==> src/rtl/ealc_pkg.sv <==
// Shared constants, types and helpers for the equalizer adaptation and lock controller.
package ealc_pkg;

  // ---------------------------------------------------------------------------
  // Sizes
  // ---------------------------------------------------------------------------
  localparam int          NCH      = 4;
  localparam int          NREG     = 13;
  localparam int          TBL_N    = 32;
  localparam logic [4:0]  IDX_MAX  = 5'h1F;
  localparam logic [4:0]  IDX_ZERO = 5'h00;

  // ---------------------------------------------------------------------------
  // Register byte offsets
  // ---------------------------------------------------------------------------
  localparam logic [7:0] A_CH_RESET   = 8'h00;
  localparam logic [7:0] A_BOOST_RES  = 8'h03;
  localparam logic [7:0] A_CDR_CTRL   = 8'h0A;
  localparam logic [7:0] A_DFE_TRIG   = 8'h24;
  localparam logic [7:0] A_LOOK_BEY   = 8'h2C;
  localparam logic [7:0] A_RATE_TRIG  = 8'h2F;
  localparam logic [7:0] A_ADAPT_SEL  = 8'h31;
  localparam logic [7:0] A_TAP_LIM4   = 8'h34;
  localparam logic [7:0] A_TAP_LIM5   = 8'h35;
  localparam logic [7:0] A_REF_MODE   = 8'h36;
  localparam logic [7:0] A_START_IDX  = 8'h39;
  localparam logic [7:0] A_EYE_MON    = 8'h3E;
  localparam logic [7:0] A_EYE_THR    = 8'h6A;
  localparam logic [7:0] A_TBL_FIRST  = 8'h40;
  localparam logic [7:0] A_TBL_LAST   = 8'h5F;

  // Storage slot of each register.
  localparam logic [3:0] I_CH_RESET  = 4'h0;
  localparam logic [3:0] I_BOOST_RES = 4'h1;
  localparam logic [3:0] I_CDR_CTRL  = 4'h2;
  localparam logic [3:0] I_DFE_TRIG  = 4'h3;
  localparam logic [3:0] I_LOOK_BEY  = 4'h4;
  localparam logic [3:0] I_RATE_TRIG = 4'h5;
  localparam logic [3:0] I_ADAPT_SEL = 4'h6;
  localparam logic [3:0] I_TAP_LIM4  = 4'h7;
  localparam logic [3:0] I_TAP_LIM5  = 4'h8;
  localparam logic [3:0] I_REF_MODE  = 4'h9;
  localparam logic [3:0] I_START_IDX = 4'hA;
  localparam logic [3:0] I_EYE_MON   = 4'hB;
  localparam logic [3:0] I_EYE_THR   = 4'hC;
  localparam logic [3:0] I_NONE      = 4'hF;

  localparam logic [7:0] CFG_RESET [NREG] = '{8'h00, 8'h00, 8'h00, 8'h00, 8'h32, 8'h00, 8'h20,
                                              8'h0F, 8'h1F, 8'h30, 8'h00, 8'h80, 8'h22};

  // ---------------------------------------------------------------------------
  // Field positions
  // ---------------------------------------------------------------------------
  localparam int CH_RST_BIT    = 2;
  localparam int CDR_RST_MSB   = 3;
  localparam int CDR_RST_LSB   = 2;
  localparam int DFE_TRIG_BIT  = 2;
  localparam int CTLE_TRIG_BIT = 0;
  localparam int START_OVR_BIT = 3;
  localparam int MODE_MSB      = 6;
  localparam int MODE_LSB      = 5;
  localparam int LB_MSB        = 3;
  localparam int LB_LSB        = 0;
  localparam int LIM4_MSB      = 3;
  localparam int LIM5_MSB      = 4;
  localparam int START_MSB     = 4;
  localparam int REF_MSB       = 5;
  localparam int REF_LSB       = 4;
  localparam int EYE_MON_BIT   = 7;
  localparam int THR_H_MSB     = 7;
  localparam int THR_H_LSB     = 4;
  localparam int THR_V_MSB     = 3;
  localparam int THR_V_LSB     = 0;

  // ---------------------------------------------------------------------------
  // Timing
  // ---------------------------------------------------------------------------
  localparam int          CLK_MHZ    = 50;
  localparam int          SETTLE_NS  = 2000;
  localparam int          EYE_WAIT_NS = 20000;
  localparam int          DFE_WAIT_NS = 80000;
  localparam int          WINDOW_NS  = 10240;
  localparam logic [11:0] SETTLE_CYC = 12'((SETTLE_NS * CLK_MHZ + 999) / 1000);
  localparam logic [11:0] EYE_CYC    = 12'((EYE_WAIT_NS * CLK_MHZ) / 1000);
  localparam logic [11:0] DFE_CYC    = 12'((DFE_WAIT_NS * CLK_MHZ) / 1000);
  localparam logic [9:0]  WIN_CYC    = 10'((WINDOW_NS * CLK_MHZ) / 1000);
  localparam logic [9:0]  SPUR_TOL   = 10'h004;
  localparam logic [9:0]  DRIFT_TOL  = 10'h004;

  // ---------------------------------------------------------------------------
  // Types
  // ---------------------------------------------------------------------------
  typedef enum logic [1:0] {
    MODE_NONE     = 2'b00,
    MODE_CTLE     = 2'b01,
    MODE_OPT_DFE  = 2'b10,
    MODE_LOCK_DFE = 2'b11
  } ealc_mode_e;

  typedef enum logic [2:0] {
    S_CAL   = 3'b000,
    S_ACQ   = 3'b001,
    S_START = 3'b010,
    S_TRY   = 3'b011,
    S_MEAS  = 3'b100,
    S_DONE  = 3'b101,
    S_DFE   = 3'b110,
    S_LOCK  = 3'b111
  } ealc_state_e;

  typedef struct packed {
    logic       wr;
    logic       rd;
    logic [1:0] ch;
    logic [7:0] addr;
    logic [7:0] wdata;
  } ealc_reg_req_s;

  typedef struct packed {
    logic       phase_lock;
    logic       vco_div;
    logic       eye_valid;
    logic [7:0] horizontal_eye_width;
    logic [7:0] vertical_eye_height;
    logic       dfe_done;
  } ealc_ch_in_s;

  typedef struct packed {
    logic [7:0] boost;
    logic       dfe_hold;
    logic       dfe_zero_taps;
    logic       dfe_adapt_req;
    logic [3:0] tap_limit4;
    logic [4:0] tap_limit5;
    logic       locked;
    logic       lol_irq;
    logic       vco_cal_active;
    logic       cdr_restart;
    logic [1:0] ref_mode;
  } ealc_ch_out_s;

  // ---------------------------------------------------------------------------
  // Helpers
  // ---------------------------------------------------------------------------
  function automatic logic [3:0] reg_idx(input logic [7:0] a);
    case (a)
      A_CH_RESET:  reg_idx = I_CH_RESET;
      A_BOOST_RES: reg_idx = I_BOOST_RES;
      A_CDR_CTRL:  reg_idx = I_CDR_CTRL;
      A_DFE_TRIG:  reg_idx = I_DFE_TRIG;
      A_LOOK_BEY:  reg_idx = I_LOOK_BEY;
      A_RATE_TRIG: reg_idx = I_RATE_TRIG;
      A_ADAPT_SEL: reg_idx = I_ADAPT_SEL;
      A_TAP_LIM4:  reg_idx = I_TAP_LIM4;
      A_TAP_LIM5:  reg_idx = I_TAP_LIM5;
      A_REF_MODE:  reg_idx = I_REF_MODE;
      A_START_IDX: reg_idx = I_START_IDX;
      A_EYE_MON:   reg_idx = I_EYE_MON;
      A_EYE_THR:   reg_idx = I_EYE_THR;
      default:     reg_idx = I_NONE;
    endcase
  endfunction

  function automatic logic [9:0] abs_diff(input logic [9:0] a, input logic [9:0] b);
    abs_diff = (a > b) ? a - b : b - a;
  endfunction

  localparam logic [7:0] BOOST_DEFAULT [TBL_N] = '{
    8'h00, 8'h01, 8'h04, 8'h10, 8'h40, 8'h08, 8'h02, 8'h80,
    8'h03, 8'h0C, 8'h30, 8'h41, 8'h50, 8'hC0, 8'h60, 8'h90,
    8'h88, 8'h82, 8'hA0, 8'h46, 8'h52, 8'h8C, 8'hB0, 8'hC8,
    8'h57, 8'h5D, 8'h69, 8'h75, 8'hD5, 8'h99, 8'h96, 8'hA5};

endpackage

==> src/rtl/ealc_top.sv <==
// Four-channel equalizer adaptation, boost search and lock control.
`timescale 1ns/1ps

module ealc_top (
  // Clock and reset
  input  wire logic                                      ref_clk_in,
  input  wire logic                                      nrst_in,
  // Management register port
  input  wire ealc_pkg::ealc_reg_req_s                   reg_req_in,
  output logic                        [7:0]              reg_rdata_out,
  output logic                                           reg_rvalid_out,
  // Channel analog side
  input  wire ealc_pkg::ealc_ch_in_s  [ealc_pkg::NCH-1:0] ch_in,
  output ealc_pkg::ealc_ch_out_s      [ealc_pkg::NCH-1:0] ch_out
);
  import ealc_pkg::*;

  logic [7:0] cfg      [NCH][NREG];
  logic [7:0] tbl_bus_q [NCH];
  logic [3:0] ridx;
  logic       tbl_hit;
  logic       rd1;
  logic [1:0] ch1;
  logic       tbl1;
  logic [7:0] val1;

  assign ridx    = reg_idx(reg_req_in.addr);
  assign tbl_hit = (reg_req_in.addr >= A_TBL_FIRST) && (reg_req_in.addr <= A_TBL_LAST);

  // ---------------------------------------------------------------------------
  // Register read path
  // ---------------------------------------------------------------------------
  always_ff @(posedge ref_clk_in)
  begin
    if (!nrst_in)
    begin
      rd1  <= 1'b0;
      ch1  <= 2'b00;
      tbl1 <= 1'b0;
      val1 <= 8'h00;
    end
    else
    begin
      rd1  <= reg_req_in.rd;
      ch1  <= reg_req_in.ch;
      tbl1 <= tbl_hit;
      val1 <= (ridx != I_NONE) ? cfg[reg_req_in.ch][ridx] : 8'h00;
    end
  end

  always_ff @(posedge ref_clk_in)
  begin
    if (!nrst_in)
    begin
      reg_rvalid_out <= 1'b0;
      reg_rdata_out  <= 8'h00;
    end
    else
    begin
      reg_rvalid_out <= rd1;
      if (rd1)
        reg_rdata_out <= tbl1 ? tbl_bus_q[ch1] : val1;
    end
  end

  // ---------------------------------------------------------------------------
  // Channel controllers
  // ---------------------------------------------------------------------------
  for (genvar c = 0; c < NCH; c++)
  begin : g_ch
    ealc_state_e st;
    ealc_mode_e  mode;
    logic        wr_here;
    logic        soft_rst;
    logic        ph_s1, ph_s2, vc_s1, vc_s2, vc_s3;
    logic [9:0]  wcnt, tcnt, win_count, cal_count, lock_count;
    logic        win_done;
    logic        ctle_prev, dfe_prev, ctle_trig, dfe_trig, cdr_rst;
    logic [4:0]  idx, beyond, lookb;
    logic [7:0]  tbl_q, best_fom, best_boost, fom, res_val;
    logic        best_seen, pass, manual_dfe, res_wr, lol_q, restart_q;
    logic [11:0] timer;
    logic        eye_ok, better, settle_end, lock_stop, adv, tried_out, adapt_on;

    assign wr_here  = reg_req_in.wr && (reg_req_in.ch == 2'(c));
    assign soft_rst = cfg[c][I_CH_RESET][CH_RST_BIT];
    assign mode     = ealc_mode_e'(cfg[c][I_ADAPT_SEL][MODE_MSB:MODE_LSB]);
    assign adapt_on = (mode != MODE_NONE);
    assign lookb    = {1'b0, cfg[c][I_LOOK_BEY][LB_MSB:LB_LSB]};
    assign ctle_trig = ctle_prev && !cfg[c][I_RATE_TRIG][CTLE_TRIG_BIT];
    assign dfe_trig  = dfe_prev && !cfg[c][I_DFE_TRIG][DFE_TRIG_BIT];
    assign cdr_rst   = wr_here && (ridx == I_CDR_CTRL) && (reg_req_in.wdata[CDR_RST_MSB:CDR_RST_LSB] != 2'b00);

    always_comb
    begin
      fom = (ch_in[c].horizontal_eye_width < ch_in[c].vertical_eye_height) ?
            ch_in[c].horizontal_eye_width : ch_in[c].vertical_eye_height;
      eye_ok = (ch_in[c].horizontal_eye_width > {cfg[c][I_EYE_THR][THR_H_MSB:THR_H_LSB], 4'h0}) &&
               (ch_in[c].vertical_eye_height > {cfg[c][I_EYE_THR][THR_V_MSB:THR_V_LSB], 4'h0});
      better     = fom > best_fom;
      settle_end = (st == S_TRY) && (timer == SETTLE_CYC - 12'h001);
      lock_stop  = (st == S_MEAS) && ch_in[c].eye_valid && eye_ok && ph_s2 &&
                   (mode == MODE_LOCK_DFE) && !pass;
      adv        = (settle_end && !ph_s2) ||
                   ((st == S_MEAS) && ch_in[c].eye_valid && !lock_stop) ||
                   ((st == S_MEAS) && !ch_in[c].eye_valid && (timer == EYE_CYC - 12'h001));
      tried_out  = (idx == IDX_MAX) || (best_seen && (beyond + 5'h01 >= lookb));
    end

    // Phase-lock and oscillator pins pass two flip-flops; edge detection compares the second stage with a third.
    always_ff @(posedge ref_clk_in)
    begin
      if (!nrst_in)
      begin
        {ph_s1, ph_s2, vc_s1, vc_s2, vc_s3} <= 5'h00;
      end
      else
      begin
        ph_s1 <= ch_in[c].phase_lock;
        ph_s2 <= ph_s1;
        vc_s1 <= ch_in[c].vco_div;
        vc_s2 <= vc_s1;
        vc_s3 <= vc_s2;
      end
    end

    // Oscillator edges counted over a fixed reference window.
    always_ff @(posedge ref_clk_in)
    begin
      if (!nrst_in || soft_rst)
      begin
        wcnt      <= 10'h000;
        tcnt      <= 10'h000;
        win_count <= 10'h000;
        win_done  <= 1'b0;
      end
      else
      begin
        win_done <= (wcnt == WIN_CYC - 10'h001);
        if (wcnt == WIN_CYC - 10'h001)
        begin
          wcnt      <= 10'h000;
          tcnt      <= 10'h000;
          win_count <= tcnt + {9'h000, vc_s2 && !vc_s3};
        end
        else
        begin
          wcnt <= wcnt + 10'h001;
          tcnt <= tcnt + {9'h000, vc_s2 && !vc_s3};
        end
      end
    end

    // Configuration registers; the adaptation result write follows a host write.
    always_ff @(posedge ref_clk_in)
    begin
      if (!nrst_in || soft_rst)
      begin
        for (int i = 0; i < NREG; i++)
          cfg[c][i] <= CFG_RESET[i];
      end
      else
      begin
        if (wr_here && (ridx != I_NONE))
          cfg[c][ridx] <= reg_req_in.wdata;
        if (res_wr)
          cfg[c][I_BOOST_RES] <= res_val;
      end
    end

    always_ff @(posedge ref_clk_in)
    begin
      if (!nrst_in || soft_rst)
      begin
        ctle_prev <= 1'b0;
        dfe_prev  <= 1'b0;
      end
      else
      begin
        ctle_prev <= cfg[c][I_RATE_TRIG][CTLE_TRIG_BIT];
        dfe_prev  <= cfg[c][I_DFE_TRIG][DFE_TRIG_BIT];
      end
    end

    // Adaptation and lock sequencer.
    always_ff @(posedge ref_clk_in)
    begin
      if (!nrst_in)
      begin
        st <= S_CAL;
        {idx, beyond} <= 10'h000;
        {best_fom, best_boost, res_val} <= 24'h000000;
        {best_seen, pass, manual_dfe, res_wr, lol_q, restart_q} <= 6'h00;
        timer      <= 12'h000;
        cal_count  <= 10'h000;
        lock_count <= 10'h000;
      end
      else
      begin
        res_wr    <= 1'b0;
        lol_q     <= 1'b0;
        restart_q <= 1'b0;
        case (st)
          S_CAL:
          begin
            if (win_done)
            begin
              cal_count <= win_count;
              restart_q <= 1'b1;
              st        <= adapt_on ? S_START : S_ACQ;
            end
          end
          S_ACQ:
          begin
            if (ch_in[c].eye_valid && ph_s2 && eye_ok)
            begin
              if (abs_diff(win_count, cal_count) > SPUR_TOL)
              begin
                restart_q <= 1'b1;
                pass      <= 1'b0;
                st        <= adapt_on ? S_START : S_ACQ;
              end
              else
              begin
                lock_count <= win_count;
                st         <= S_LOCK;
              end
            end
          end
          S_START:
          begin
            idx <= cfg[c][I_RATE_TRIG][START_OVR_BIT] ? cfg[c][I_START_IDX][START_MSB:0] : IDX_ZERO;
            best_fom   <= 8'h00;
            best_boost <= cfg[c][I_BOOST_RES];
            best_seen  <= 1'b0;
            beyond     <= 5'h00;
            timer      <= 12'h000;
            st         <= S_TRY;
          end
          S_TRY, S_MEAS:
          begin
            timer <= timer + 12'h001;
            if (settle_end && ph_s2)
            begin
              timer <= 12'h000;
              st    <= S_MEAS;
            end
            if (lock_stop)
            begin
              best_boost <= tbl_q;
              st         <= S_DONE;
            end
            else if (adv && ch_in[c].eye_valid && (st == S_MEAS) && better)
            begin
              best_fom   <= fom;
              best_boost <= tbl_q;
              best_seen  <= 1'b1;
              beyond     <= 5'h00;
              timer      <= 12'h000;
              idx        <= idx + 5'h01;
              st         <= (idx == IDX_MAX) ? S_DONE : S_TRY;
            end
            else if (adv)
            begin
              timer  <= 12'h000;
              beyond <= best_seen ? beyond + 5'h01 : beyond;
              idx    <= idx + 5'h01;
              st     <= tried_out ? S_DONE : S_TRY;
            end
          end
          S_DONE:
          begin
            res_wr     <= 1'b1;
            res_val    <= best_boost;
            timer      <= 12'h000;
            manual_dfe <= 1'b0;
            st         <= (!pass && mode[MODE_MSB - MODE_LSB]) ? S_DFE : S_ACQ;
          end
          S_DFE:
          begin
            timer <= timer + 12'h001;
            if (ch_in[c].dfe_done || (timer == DFE_CYC - 12'h001))
            begin
              pass <= 1'b1;
              st   <= manual_dfe ? S_ACQ : S_START;
            end
          end
          S_LOCK:
          begin
            if (!ph_s2 || (cfg[c][I_EYE_MON][EYE_MON_BIT] && ch_in[c].eye_valid && !eye_ok) ||
                (win_done && (abs_diff(win_count, lock_count) > DRIFT_TOL)))
            begin
              lol_q     <= 1'b1;
              restart_q <= 1'b1;
              pass      <= 1'b0;
              st        <= adapt_on ? S_START : S_ACQ;
            end
          end
          default: st <= S_CAL;
        endcase
        if (ctle_trig)
        begin
          pass <= 1'b1;
          st   <= S_START;
        end
        if (dfe_trig)
        begin
          manual_dfe <= 1'b1;
          timer      <= 12'h000;
          st         <= S_DFE;
        end
        if (cdr_rst)
        begin
          restart_q <= 1'b1;
          pass      <= 1'b0;
          st        <= adapt_on ? S_START : S_ACQ;
        end
        if (soft_rst)
          st <= S_CAL;
      end
    end

    ealc_boost_table u_table (
      .ref_clk_in    (ref_clk_in),
      .nrst_in       (nrst_in),
      .restore_in    (soft_rst),
      .wr_en_in      (wr_here && tbl_hit),
      .wr_addr_in    (reg_req_in.addr[4:0]),
      .wr_data_in    (reg_req_in.wdata),
      .rd_a_addr_in  (reg_req_in.addr[4:0]),
      .rd_a_data_out (tbl_bus_q[c]),
      .rd_b_addr_in  (idx),
      .rd_b_data_out (tbl_q)
    );

    // Registered channel outputs.
    always_ff @(posedge ref_clk_in)
    begin
      if (!nrst_in)
        ch_out[c] <= '0;
      else
      begin
        ch_out[c].boost          <= ((st == S_TRY) || (st == S_MEAS)) ? tbl_q : cfg[c][I_BOOST_RES];
        ch_out[c].dfe_hold       <= (mode == MODE_NONE);
        ch_out[c].dfe_zero_taps  <= (mode == MODE_CTLE);
        ch_out[c].dfe_adapt_req  <= (st == S_DFE);
        ch_out[c].tap_limit4     <= cfg[c][I_TAP_LIM4][LIM4_MSB:0];
        ch_out[c].tap_limit5     <= cfg[c][I_TAP_LIM5][LIM5_MSB:0];
        ch_out[c].locked         <= (st == S_LOCK);
        ch_out[c].lol_irq        <= lol_q;
        ch_out[c].vco_cal_active <= (st == S_CAL);
        ch_out[c].cdr_restart    <= restart_q;
        ch_out[c].ref_mode       <= cfg[c][I_REF_MODE][REF_MSB:REF_LSB];
      end
    end
  end

endmodule

==> src/rtl/ealc_boost_table.sv <==
// Candidate boost table of one channel, two registered read ports.
`timescale 1ns/1ps
module ealc_boost_table (
  // Clock and reset
  input  wire logic       ref_clk_in,
  input  wire logic       nrst_in,
  input  wire logic       restore_in,
  // Write port
  input  wire logic       wr_en_in,
  input  wire logic [4:0] wr_addr_in,
  input  wire logic [7:0] wr_data_in,
  // Read ports
  input  wire logic [4:0] rd_a_addr_in,
  output logic      [7:0] rd_a_data_out,
  input  wire logic [4:0] rd_b_addr_in,
  output logic      [7:0] rd_b_data_out
);
  import ealc_pkg::*;

  logic [7:0] mem [TBL_N];

  always_ff @(posedge ref_clk_in)
  begin
    if (!nrst_in || restore_in)
    begin
      for (int i = 0; i < TBL_N; i++)
        mem[i] <= BOOST_DEFAULT[i];
    end
    else if (wr_en_in)
      mem[wr_addr_in] <= wr_data_in;
  end

  always_ff @(posedge ref_clk_in)
  begin
    if (!nrst_in)
    begin
      rd_a_data_out <= 8'h00;
      rd_b_data_out <= 8'h00;
    end
    else
    begin
      rd_a_data_out <= mem[rd_a_addr_in];
      rd_b_data_out <= mem[rd_b_addr_in];
    end
  end

endmodule

==> config.mk <==
export PLATFORM = sky130hd
export DESIGN_NAME = ealc_top
export DESIGN_NICKNAME = d
export VERILOG_FILES = /design/src/rtl/ealc_pkg.sv /design/src/rtl/ealc_top.sv /design/src/rtl/ealc_boost_table.sv
export SDC_FILE = /design/constraint.sdc
export NUM_CORES = 2
export LEC_CHECK = 0
export ABC_AREA = 1
export BUFFER_PORTS_ARGS = -buffer_cell sky130_fd_sc_hd__buf_2
export CAP_MARGIN = 20
export CORE_MARGIN = 2
export CORE_UTILIZATION = 32
export DETAILED_ROUTE_END_ITERATION = 8
export PLACE_DENSITY = 0.47
export SLEW_MARGIN = 20
export SYNTH_ARGS = -nofsm -noshare
export SYNTH_HDL_FRONTEND = slang
export SYNTH_SLANG_ARGS = --single-unit
==> constraint.sdc <==
create_clock -name ref_clk_in -period 5.8 [get_ports ref_clk_in]
set_input_delay 1.74 -clock ref_clk_in [delete_from_list [all_inputs] [get_ports ref_clk_in]]
set_output_delay 1.74 -clock ref_clk_in [all_outputs]
set_load 0.05 [all_outputs]
# --- After elaboration in Yosys (flattened, before gate mapping) ---
# Memory sizes are Yosys's and may differ from the RTL's. A register that Yosys moved wholly into a read port is not among the register bits.
# Index checks and enable logic that the tools add are counted.
totals:
  inputBits: 102
  ramBits: 1440
  register_bits: 577
  mem_count: 5
classes:
  bitwise_logic: 455
  n_reduce_logical: 291
  n_eq_ne: 129
  order_cmp: 41
  muxes: 758
  n_addsub: 36
memory_table:
  columns: ["memory", "depth", "width", "rd", "rd_clocked_by_memory_dff", "write_ports", "line_no", "text"]
  rows:
  - ["cfg", 4, 104, 5, 0, 4, "ealc_top.sv:18", "logic [7:0] cfg [NCH][NREG];"]
  - ["g_ch[0].u_table.mem", 32, 8, 2, 2, 32, "ealc_boost_table.sv:20", "logic [7:0] mem [TBL_N];"]
  - ["g_ch[1].u_table.mem", 32, 8, 2, 2, 32, "ealc_boost_table.sv:20", null]
  - ["g_ch[2].u_table.mem", 32, 8, 2, 2, 32, "ealc_boost_table.sv:20", null]
  - ["g_ch[3].u_table.mem", 32, 8, 2, 2, 32, "ealc_boost_table.sv:20", null]
op_table:
  columns: ["op", "n"]
  rows:
  - ["1-bit 2-to-1 mux", 552]
  - ["1-bit OR", 448]
  - ["104-bit 2-to-1 mux", 4]
  - ["8-bit 2-to-1 mux", 34]
  - ["12-bit 2-to-1 mux", 16]
  - ["3-bit 2-to-1 mux", 60]
  - ["5-bit 2-to-1 mux", 36]
  - ["10-bit subtractor", 16]
  - ["12-bit one-hot mux with 3 select lines", 4]
  - ["8-bit one-hot mux with 2 select lines", 8]
  - ["1-bit logical AND", 122]
  - ["8-bit greater-than comparator", 12]
  - ["3-bit != test, second input constant", 28]
  - ["3-bit one-hot mux with 7 select lines", 4]
  - ["10-bit greater-than comparator", 8]
  - ["10-bit by 3-bit greater-than comparator with 1-bit output, second input constant", 8]
  - ["10-bit 2-to-1 mux", 8]
  - ["5-bit != test, second input constant", 16]
  - ["5-bit one-hot mux with 2 select lines", 8]
  - ["8-bit by 6-bit == test with 1-bit output, second input constant", 9]
  - ["4-bit one-hot mux with 13 select lines", 1]
  - ["12-bit by 1-bit adder with 12-bit output, second input constant", 4]
  - ["12-bit by 10-bit == test with 1-bit output, second input constant", 4]
  - ["12-bit == test, second input constant", 4]
  - ["other kinds (48)", 296]

# --- Longest topological paths before layout ---
# An unclocked memory read counts as a cell.
depth:
  word_depth: 20
  mapped_depth: 30
  depth_no_buf: 29

# --- By module ---
# A second synthesis with hierarchy kept.
hier_totals:
  hier_cells: 14387
  hier_area_um2: 112514.2
by_module_without_submodules:
  columns: ["module", "area_per_inst_um2", "n_inst", "seq_area_each_um2", "cells_each"]
  rows:
  - ["ealc_top", 52779.4, 1, 24043.1, 6741]
  - ["ealc_boost_table at g_ch[2].u_table ...", 14918.1, 2, 8007.7, 1910]
  - ["ealc_boost_table at g_ch[0].u_table", 14956.8, 1, 8007.7, 1916]
  - ["ealc_boost_table at g_ch[1].u_table", 14941.8, 1, 8007.7, 1910]

# --- Worst setup path before layout ---
# OpenSTA, ideal clock, no wires.
synth_path:
  kind: "input-to-reg"
  startpoint: "input port ch_in[42] in the netlist's numbering"
  endpoint: "register g_ch[2].beyond[0]"
  setup_slack_ps: 764
  n_path_buf: 1
  arrival_time_ps: 4945
  path_stages: 24
  setup_ps: 91
  cell_sequence: "inv_1 -> ha_1 -> a21boi_0 -> o211ai_1 -> nand2_1 -> nand4_1 -> o211ai_1 -> clkbuf_1 -> a21oi_1 -> ha_1 -> inv_1 -> o21bai_1 -> nand2_1 -> nand2_1 -> nand2_1 -> a21oi_1 -> nand3_1 -> nand2_1 -> clkinv_1 -> o21ai_0 -> nand2_1 -> nor3_1 -> nor2_1 -> a311oi_1"
synth_between:
  elab_chain_cells: 16
  elab_cells_between_ends: 23
  classes_between: "3 x order compare; 3 x eq/ne; 4 x mux; 13 x reduce/logical"
synth_rtl:
  columns: ["element", "line_no", "text"]
  rows:
  - ["from (decl)", "ealc_top.sv:13", "input wire ealc_pkg::ealc_ch_in_s [ealc_pkg::NCH-1:0] ch_in,"]
  - ["branches (longest 16 deep; another with 8-bit < comparator)", null, null]
  - ["to (signal assigned)", "ealc_top.sv:266", "beyond <= best_seen ? beyond + 5'h01 : beyond;"]
  - ["to (decl)", "ealc_top.sv:79", "logic [4:0] idx, beyond, lookb;"]
# Parallel ways; which one is timed is not known. The select of a mux whose other input is x is not followed.
# A chain may end at the register's enable or synchronous reset.

==> flow_metrics.tcl <==
set metrics [dict create \
    globalplace.congestion 0.950 \
    routed_via_density 5.56 \
    slew_at_the_pin_with_the_worst_max_slew_slack_ns 1.18 \
    finalHoldViolations 0 \
    finalCritPeriodShare_pct 82.5 \
    synth-async-reset-ratio_pct 0 \
    setup_viol 0 \
    cp_max_fo 10 \
    grt_setup_unrepaired "false" \
    fmax_mhz 209 \
    count_of_tritonroute_iterations_in_the_first_routing_pass 6 \
    synth_cells 12400 \
    initial_core_util_pct 32.1 \
    yosys-top-cells-count "nor2_1 (2300), nand2_1 (2195), edfxtp_1 (1440)" \
    ir_worst_vdd_mv 0.254 \
    drtIter0Drc 10600 \
    share_of_final_layout_standard_cells_stronger_than_drive_strength_1_pct 7.05 \
    count_of_input_and_output_buffers 214 \
    grt_first_pass_wirelength_um 623000 \
    clk_pin_slew_ns 0.06 \
    htreeDepth 4 \
    syn_avg_cell_area_um2 8.59 \
    core_um2 333000 \
    synth_area_um2 107000 \
    timing.critical_path.to_type "register" \
    final_max_slew_viol_count 0 \
    synth.yosys.warnings 0 \
    ctsResizeCount 0 \
    fin_nets 12800 \
    ys.flop_type "edfxtp_1" \
    criticalPathCategory "input pin to register" \
    timing.setup.tns_ns 0 \
    hp-class "register to register" \
    power_density_of_the_placed_cells_nw_per_um2 360 \
    edff_count_synth 1440 \
    routed-via-count 94400 \
    critical_path_arrival_ns 5.38 \
    max_slew_headroom_pct 21.0 \
    chipHeight_um 581 \
    ios 215 \
    die_width_um 581 \
    clock_insertion_delay_worst_skew_ns 0.99 \
    tritoncts "built" \
    grt_max_degree 145 \
    layout-area-overhead-vs-synth_pct 13.1 \
    synth_top_area_share_pct 40.5 \
    synth.largest_area_cell "edfxtp_1" \
    finClkSkew_ns 0.105 \
    postSynthNetCount 12800 \
    dp_hpwl_um 298000 \
    initial_antenna_violation_count 38 \
    rows 212 \
    synth.most_common_cell "nor2_1" \
    synth.ff_latch_count 2081 \
    wl_per_cell_um 25.5 \
    maximum_clock_path_buffer_count 4 \
    netlist_top_cells_area "edfxtp_1 (41%), dfxtp_1 (12%), nor2_1 (8.1%)" \
    fin_total_pwr_mw 43.5 \
    first_global_vias 90200 \
    clock_sink_count 2081 \
    post_cts_hold_buffer_count 0 \
    yosysSeqAreaShare_pct 52.6 \
    power.static_leakage_nw 46.3 \
    timing.critical_path.required_ns 6.40 \
    grt_use_total_pct 24.6 \
    final_antenna_net_count 0 \
    status "completed" \
    cts_buffers 243 \
    routed_wirelength_um 433000 \
    number_of_violations_of_the_max_capacitance_limit 0 \
    clock_tree.root_cell "clkbuf_16" \
    fin_crit_ns 4.78 \
    post_cts_buffers 0 \
    drc_errors 0 \
    die_area_um2 338000 \
    worstSetupStartpointType "input pin" \
    globalRoute.totalOverflow 0 \
    post_synth_num_cell_types 62 \
]
==> metrics by stage <==
stage               hold slack, ns  setup slack, ns  instance area (um^2)  cells  utilization (%)
finish                       0.419             1.02                121000  17000             36.3
global route                 0.435            0.736                121000  17000             36.3
CTS                          0.425             1.32                121000  17000             36.3
detailed placement           0.410            0.284                113000  16500             33.9
global placement             0.396            0.247                113000  16500             33.9
floorplan                    0.390            0.764                107000  12400                -
==> power breakdown <==
part / internal [mW] / switching [mW] / leakage, nW
registers: 16.7 / 0.933 / 19.2
clock network: 8.86 / 6.70 / 3.90
logic: 2.66 / 7.63 / 23.2
==> final cells by class <==
class                           count  area, um^2
Fill cell                       34000      212000
Sequential cell                  2081       56100
Multi-Input combinational cell   8430       43500
Clock buffer                      351        6950
Tap cell                         4387        5490
Inverter                         1187        4540
Timing Repair Buffer              420        3060
Clock inverter                    107        1030
Antenna cell                       13        32.5
==> registers in the layout, indices dropped and copies added (netlist names), 32 cells and up <==
register and flops:
g_ch.tcnt 40, g_ch.timer 48, g_ch.win_count 40, g_ch.u_table.rd_b_data_out 32
cfg 416, g_ch.u_table.mem 1024, g_ch.best_boost 32, g_ch.lock_count 40
g_ch.cal_count 40, ch_out 104, g_ch.wcnt 40, g_ch.best_fom 32
g_ch.res_val 32, g_ch.u_table.rd_a_data_out 32
==> final timing paths <==
kind | startpoint | cells after the start | slack, ns | endpoint
worst max-delay path | reg_req_in[17] | 13 | 1.02 | g_ch[2].u_table.mem[22][3]$_SDFFCE_PN0P_
worst max register to register | cfg[2][98]$_SDFFCE_PN0P_ | 9 | 1.61 | g_ch[2].u_table.mem[22][3]$_SDFFCE_PN0P_
worst min register to register | g_ch[0].vc_s1$_SDFF_PN0_ | 2 | 0.42 | g_ch[0].vc_s2$_SDFF_PN0_
worst min-delay path | g_ch[0].vc_s1$_SDFF_PN0_ | 2 | 0.42 | g_ch[0].vc_s2$_SDFF_PN0_
==> cell families after synthesis <==
| group | Yosys count | share of synthesized area (%) |
|---|---|---|
| AND/OR/NAND/NOR | 5163 | 19.2 |
| AO/OA/AOI/OAI | 2806 | 16.4 |
| flip-flops | 2081 | 52.6 |
| buffers and inverters | 1906 | 6.76 |
| adder cells (fa/ha/maj) | 304 | 3.68 |
| XOR/XNOR | 124 | 1.02 |
| multiplexers | 33 | 0.310 |
==> worst max-delay path, stage by stage <==
cell and delay [ns]:
buf_2 0.14, inv_1 0.09, nor2_4 0.12, inv_1 0.07, nor2_1 0.09, inv_1 0.06, nor2_1 0.66, inv_1 0.19
nor2_1 0.27, inv_1 0.37, nor2_1 0.82, inv_1 0.33, nand2_1 0.41
==> cell usage in the layout, fill, tap and decap left out, types with 16 or more instances in the layout <==
cell type  count
buf_2        213
a31oi_1       67
inv_1       1135
o22ai_1      125
a211oi_1      40
nand2_1     2192
clkinv_1      37
o21bai_1      23
o31ai_1       32
a22o_1        27
o41ai_1       45
clkbuf_8      33
xor2_1        90
dfxtp_1      634
a21oi_1      718
xnor2_1       34
nand3_1      428
nor3_1        71
a22oi_1      578
buf_12        33
clkinv_2      46
ha_1         288
o221ai_1     201
clkbuf_1      67
buf_4        172
nor4_1        20
fa_1          16
clkbuf_16    249
nor2_1      2294
o21ai_0      781
o211ai_1      42
mux2i_1       33
nor3b_1       21
edfxtp_1    1440
nand4_1       68
a221oi_1      57
inv_2         22
==> layer usage <==
layer  share of wire (%)  up-vias  global-route usage (%)
met1                  42    46400                    32.7
li1                    -    42600                       -
met3                 8.8      802                    4.61
met2                  45     4621                    39.2
met5               0.033        -                       0
met4                 4.4       22                    9.96
No activity file was read; power rests on OpenSTA's default activity.
